### src/common/lcd_defs.vh
// Register map constants for the laser current setting and reading bank.
// Assumes inclusion by bare name from design files.
`ifndef LCD_DEFS_VH
`define LCD_DEFS_VH

`define LCD_CMD_READING   8'h00
`define LCD_CMD_SOURCE    8'h01
`define LCD_CMD_MOD_SET   8'h02
`define LCD_CMD_PWR_LIM   8'h03

`define LCD_DATA_W        16
`define LCD_FIELD_W       10
`define LCD_LIMIT_W       7
`define LCD_LIMIT_SHIFT   3

`define LCD_RST_SETTING   10'h000
`define LCD_RST_READING   10'h000
`define LCD_RST_LIMIT     7'h00

`define LCD_SYNC_STAGES   2

`endif

### src/core/lcd_sync.v
// Two-stage level synchroniser for single-bit inputs from other domains.
// Assumes one clock and an asynchronous active-low reset.
`timescale 1ns/10ps
`default_nettype none
module lcd_sync (
  // Clock and reset
  input  wire clock,
  input  wire rst_n,
  // Level
  input  wire din,
  output wire dout
);
  reg meta_ff;
  reg sync_ff;

  always @(posedge clock or negedge rst_n) begin
    if (!rst_n) begin
      meta_ff <= 1'b0;
      sync_ff <= 1'b0;
    end else begin
      meta_ff <= din;
      sync_ff <= meta_ff;
    end
  end

  assign dout = sync_ff;
endmodule
`default_nettype wire

### src/core/lcd_regs.v
// Register bank: converter reading, two current settings, power limit.
// Assumes the serial-bus engine gives one-cycle read and write strobes
// with a command code; converter results come with a one-cycle valid.
// Mode and controller levels may come from any domain; both are synchronised.
`timescale 1ns/10ps
`default_nettype none
`include "lcd_defs.vh"
module lcd_regs (
  // Clock and reset
  input  wire        clock,
  input  wire        rst_n,
  // Register access from the serial-bus engine
  input  wire [7:0]  cmd_code,
  input  wire        wr_stb,
  input  wire [15:0] wr_data,
  input  wire        rd_stb,
  output reg  [15:0] rd_data_ff,
  output reg         rd_valid_ff,
  // Mode and controller state, pins from other logic
  input  wire        auto_power_mode,
  input  wire        power_controller_active,
  // Converter results, same clock
  input  wire        conv_valid,
  input  wire [9:0]  conv_code,
  // Settings to the current sources
  output reg  [9:0]  source_current_setting_ff,
  output reg  [9:0]  modulation_current_setting_ff
);

  ////////////////////////////////////////////////////////////////////////
  // Mode levels cross from other logic, so synchronise them

  localparam NUM_LVL  = 2;
  localparam LVL_AUTO = 0;
  localparam LVL_CTRL = 1;

  wire [NUM_LVL-1:0] lvl_async;
  wire [NUM_LVL-1:0] lvl_sync;
  wire               auto_mode_sync;
  wire               ctrl_busy_sync;

  assign lvl_async[LVL_AUTO] = auto_power_mode;
  assign lvl_async[LVL_CTRL] = power_controller_active;

  // Each level resolves on its own; the two may differ by a cycle
  genvar gi;
  generate
    for (gi = 0; gi < NUM_LVL; gi = gi + 1) begin : g_sync
      lcd_sync u_sync (
        .clock (clock),
        .rst_n (rst_n),
        .din   (lvl_async[gi]),
        .dout  (lvl_sync[gi])
      );
    end
  endgenerate

  assign auto_mode_sync = lvl_sync[LVL_AUTO];
  assign ctrl_busy_sync = lvl_sync[LVL_CTRL];

  ////////////////////////////////////////////////////////////////////////
  // Converter reading

  reg  [9:0] reading_ff;
  reg  [9:0] nxt_reading;

  // Converter shares this clock, so its valid needs no synchroniser
  // Codes are stored raw; scaling by range is done in software
  always @* begin
    nxt_reading = reading_ff;
    if (conv_valid) begin
      nxt_reading = conv_code;
    end
  end

  always @(posedge clock or negedge rst_n) begin
    if (!rst_n) begin
      reading_ff <= `LCD_RST_READING;
    end else begin
      reading_ff <= nxt_reading;
    end
  end

  ////////////////////////////////////////////////////////////////////////
  // Power limit, tracks the monitor reading in automatic power mode

  reg  [6:0] limit_ff;
  reg  [6:0] nxt_limit;
  wire       limit_load;

  // Left untouched in constant current mode: holds its last value, zero after reset
  assign limit_load = conv_valid && auto_mode_sync;

  // The top seven code bits serve as the coarse limit
  always @* begin
    nxt_limit = limit_ff;
    if (limit_load) begin
      nxt_limit = conv_code[9:`LCD_LIMIT_SHIFT];
    end
  end

  always @(posedge clock or negedge rst_n) begin
    if (!rst_n) begin
      limit_ff <= `LCD_RST_LIMIT;
    end else begin
      limit_ff <= nxt_limit;
    end
  end

  ////////////////////////////////////////////////////////////////////////
  // Current settings, write-gated by the controller

  wire       sel_source;
  wire       sel_modul;
  wire       wr_ok;
  reg  [9:0] nxt_source_setting;
  reg  [9:0] nxt_modul_setting;

  assign sel_source = (cmd_code == `LCD_CMD_SOURCE);
  assign sel_modul  = (cmd_code == `LCD_CMD_MOD_SET);

  // Gated on the synchronised level: a write racing the enable edge
  // may still land, so the host idles the controller first
  assign wr_ok = wr_stb && !ctrl_busy_sync;

  always @* begin
    nxt_source_setting = source_current_setting_ff;
    if (wr_ok && sel_source) begin
      nxt_source_setting = wr_data[9:0];
    end
  end

  always @* begin
    nxt_modul_setting = modulation_current_setting_ff;
    if (wr_ok && sel_modul) begin
      nxt_modul_setting = wr_data[9:0];
    end
  end

  always @(posedge clock or negedge rst_n) begin
    if (!rst_n) begin
      source_current_setting_ff <= `LCD_RST_SETTING;
    end else begin
      source_current_setting_ff <= nxt_source_setting;
    end
  end

  always @(posedge clock or negedge rst_n) begin
    if (!rst_n) begin
      modulation_current_setting_ff <= `LCD_RST_SETTING;
    end else begin
      modulation_current_setting_ff <= nxt_modul_setting;
    end
  end

  ////////////////////////////////////////////////////////////////////////
  // Read mux; reserved bits and unknown codes read zero

  wire [15:0] word_reading;
  wire [15:0] word_source;
  wire [15:0] word_modul;
  wire [15:0] word_limit;
  reg  [15:0] nxt_rd_data;
  reg         nxt_rd_valid;

  // Zero padding keeps reserved bits low whatever the host wrote
  assign word_reading = {6'h00, reading_ff};
  assign word_source  = {6'h00, source_current_setting_ff};
  assign word_modul   = {6'h00, modulation_current_setting_ff};
  assign word_limit   = {9'h000, limit_ff};

  // Reading sits at code 0x00, below the two settings and the power limit
  always @* begin
    case (cmd_code)
      `LCD_CMD_READING: nxt_rd_data = word_reading;
      `LCD_CMD_SOURCE:  nxt_rd_data = word_source;
      `LCD_CMD_MOD_SET: nxt_rd_data = word_modul;
      `LCD_CMD_PWR_LIM: nxt_rd_data = word_limit;
      default:          nxt_rd_data = 16'h0000;
    endcase
  end

  // Answer follows every strobe, mapped code or not
  always @* begin
    nxt_rd_valid = rd_stb;
  end

  always @(posedge clock or negedge rst_n) begin
    if (!rst_n) begin
      rd_valid_ff <= 1'b0;
    end else begin
      rd_valid_ff <= nxt_rd_valid;
    end
  end

  // Held between reads, so a slow host may still pick it up
  always @(posedge clock or negedge rst_n) begin
    if (!rst_n) begin
      rd_data_ff <= 16'h0000;
    end else if (rd_stb) begin
      rd_data_ff <= nxt_rd_data;
    end
  end

endmodule
`default_nettype wire

### config.mk
export PLATFORM = sky130hd
export DESIGN_NAME = lcd_regs
export DESIGN_NICKNAME = d
export VERILOG_FILES = /design/src/core/lcd_sync.v /design/src/core/lcd_regs.v
export VERILOG_INCLUDE_DIRS = /design/src /design/src/common
export SDC_FILE = /design/constraint.sdc
export NUM_CORES = 1
export LEC_CHECK = 0
export BUFFER_PORTS_ARGS = -buffer_cell sky130_fd_sc_hd__buf_2
export CORE_ASPECT_RATIO = 0.6
export CORE_MARGIN = 2
export CORE_UTILIZATION = 50
export DETAILED_ROUTE_END_ITERATION = 6
export GPL_TIMING_DRIVEN = 1
export PLACE_DENSITY = 0.79
export RECOVER_POWER = 25
export SLEW_MARGIN = 25
export SYNTH_ARGS = -nofsm -noshare
export SYNTH_HDL_FRONTEND = slang
export SYNTH_SLANG_ARGS = --single-unit
### constraint.sdc
create_clock -name clock -period 2 [get_ports clock]
set_input_delay 0.3 -clock clock [delete_from_list [all_inputs] [get_ports clock]]
set_output_delay 0.3 -clock clock [all_outputs]
set_load 0.02 [all_outputs]
==> summary.md <==
| Metric | Value |
|---|---|
| Outcome | `finished clean` |
| Fin crit period | `1540 ps` |
| Initial antenna violation count | `0` |
| Ys Warns | `0` |
| Post-Synth Adder-Cell Area | `0%` |
| Finished Layout Cells | `268` |
| Mean routed wirelength per cell | `17.1 um` |
| Root Buffer | `clkbuf_8` |
| Final setup fails | `0` |
| GPL Wtd Cong | `0.762` |
| Most common cell after layout, fill and taps aside | `buf_2` |
| Most frequent cells in the layout | `buf_2, dfrtp_1, mux2_2` |
| Remaining DRCs | `0` |
| Worst Skew | `13.7 ps` |
| RSZ-0062 raised after global routing | `false` |
| Crit-path max FO | `10` |
| Detailed Route Iter0 Violations | `60` |
| Via density | `5.34` |
| Hold Vio Cnt, Final | `0` |
| Final TNS setup | `0 ps` |
| Main combinational cell family by area after synthesis | `multiplexers` |
| Critical Path AT | `1730 ps` |
| Vias in the first global route | `1448` |
| Kind of critical path | `flop to flop` |
| Antenna viol nets, final | `0` |
| First-pass GRT wire length | `7200 um` |
| Yosys reg bits | `52` |
| Crit start category | `flop` |
| Clock Latency Late Sink | `310 ps` |
| Post-synthesis xor/xnor area fraction | `0%` |
| CTS tree | `yes` |
| Num CTS Buffers | `5` |
| Core area | `4140 um^2` |
| Final slew viol count | `0` |
| Share of layout cells above drive strength 1 | `59.6%` |
| Htree depth | `2` |
| VDD IR-drop max | `0.447 mV` |
| Mean Syn Cell Area | `16.2 um^2` |
| Multiplexer share of the synthesized area | `27.8%` |
| Pwr dens | `781 nW/um^2` |
| Leading area contributor after synthesis | `dfrtp_1` |
| Vias | `1432` |
| Critical path required time | `2190 ps` |
| Hpwl dp | `3330 um` |
| WL final | `4570 um` |
| Largest net degree at the start of global routing | `53` |
| Compound-Gate Fraction of Synth Area | `5.24%` |
| N_diodes | `0` |
| Die ar. | `4910 um^2` |
| Maximum clock path buffer count | `2` |
| Port buffer count | `65` |
| Cts repair resizes | `0` |
| Share of the synthesized area in the top cell type | `59.8%` |
| # nets final | `248` |
| Placed Cells incl. Taps | `259` |
| Synthesized cell area | `2170 um^2` |
| Worst hold path class | `input pin to flop` |
| Dominant cells by area after synthesis | `dfrtp_1, mux2_2, mux4_2` |
| Synth Area in Simple Gates | `3.91%` |
| Max-cap violation count | `0` |
| Area Growth Syn to Fin | `24.3%` |
| LEAKAGE | `0.00140 uW` |
| Fmax | `0.649 GHz` |
| Hold path depth | `1` |
| Worst-path clk slew | `90 ps` |
| Syn Inst Count | `134` |
| CP Capture Type | `flop` |
| GRT Total Usage | `20.8%` |
| Seq/Total Area, Yosys | `59.8%` |
| Global-route congestion overflow total | `0` |
| Row Count | `18` |
| Worst-case reg-to-reg path depth | `3` |
| Die width | `89.1 um` |
| Unique cell type count in the Yosys netlist | `19` |
| I/O pin count | `78` |
| Die H | `55.1 um` |
| Iteration count of the initial detailed-routing pass | `4` |
| Final period util | `77.0%` |
| Initial Util | `52.5%` |
| # clock sinks | `52` |
[metal layers]
layer  vias to the layer above  track usage [%]  routed length [um]
met4                         0             5.72                  35
met3                         5             5.93                 263
li1                        636                -                   -
met5                         -                0                   0
met2                        57             33.3                2200
met1                       734             28.3                2070
[worst max-delay path, cell delays in order (launching register included)]
cell     delay [ps]
dfrtp_1         380
nor2b_1         210
nand4_2         420
mux2_2          430
[registers in the layout (all words and copies together), names as in the netlist]
name,flops
modulation_current_setting_ff,10
rd_data_ff,10
g_sync.u_sync.dout,2
rd_valid_ff,1
reading_ff,10
limit_ff,7
source_current_setting_ff,10
g_sync.u_sync.meta_ff,2
[final cells by class]
cell class              count  area [um^2]
multi-input cells          76          826
clock inverters             3         46.3
inverters                   1         3.75
flip-flops and latches     52         1300
clock buffers               5         68.8
well taps                  60         75.1
repair buffers             71          383
fillers                   324         1440
[what timing repair did]
action,in CTS,in global routing
setup buffers,0,0
endpoints found under the hold margin,52,0
hold buffers,1,0
[cell families after synthesis]
group                  count (synthesis)
DFF                                   52
muxes                                 47
AOI/OAI and AO/OA                     13
buffers and inverters                 11
and+or+nand+nor                       10
other                                  1
[report_power, final]
| part | leakage [uW] | internal [uW] | total [uW] | switching, uW |
|---|---|---|---|---|
| Sequential | 0.000675 | 1110 | 1140 | 33.0 |
| Combinational | 0.000674 | 121 | 239 | 118 |
| Clock | 0.0000548 | 377 | 730 | 353 |
[synthesized netlist by cell type]
cell type and n:
clkinv_1 1, clkbuf_1 2, nor4_4 1, nand4_2 2
nand3_1 1, nor2b_1 3, o2bb2ai_1 3, a2bb2oi_1 3
nand2_1 1, buf_4 6, mux4_2 7, nor2_1 1
and3_2 1, conb_1 1, mux2_2 37, mux2i_1 3
a22o_1 7, buf_2 2, dfrtp_1 52
[through the flow]
| step | power [uW] | area, um^2 | hold slack, ps | worst slack (ps) | util, % |
|---|---|---|---|---|---|
| after global routing | 2220 | 2700 | 76.3 | 411 | 65.2 |
| after floorplan | 1300 | 2190 | 4.41 | 613 | - |
| after global placement | 1390 | 2580 | 305 | 265 | 62.3 |
| final | 2110 | 2700 | 95.8 | 460 | 65.2 |
| after CTS | 2130 | 2710 | 88.9 | 441 | 65.3 |
| after detailed placement | 1400 | 2580 | 310 | 208 | 62.3 |
[path summary, 6_finish.rpt]
path	startpoint	end	slack, ps
max reg2reg	g_sync[1].u_sync.dout	source_current_setting_ff[0]	460
min	auto_power_mode	g_sync[0].u_sync.meta_ff	100
min in group asynchronous	rst_n	reading_ff[2]	560
max	g_sync[1].u_sync.dout	source_current_setting_ff[0]	460
max in group asynchronous	rst_n	source_current_setting_ff[9]	1200
min reg2reg	g_sync[0].u_sync.meta_ff	g_sync[0].u_sync.dout	360
No activity file was read; power rests on OpenSTA's default activity.
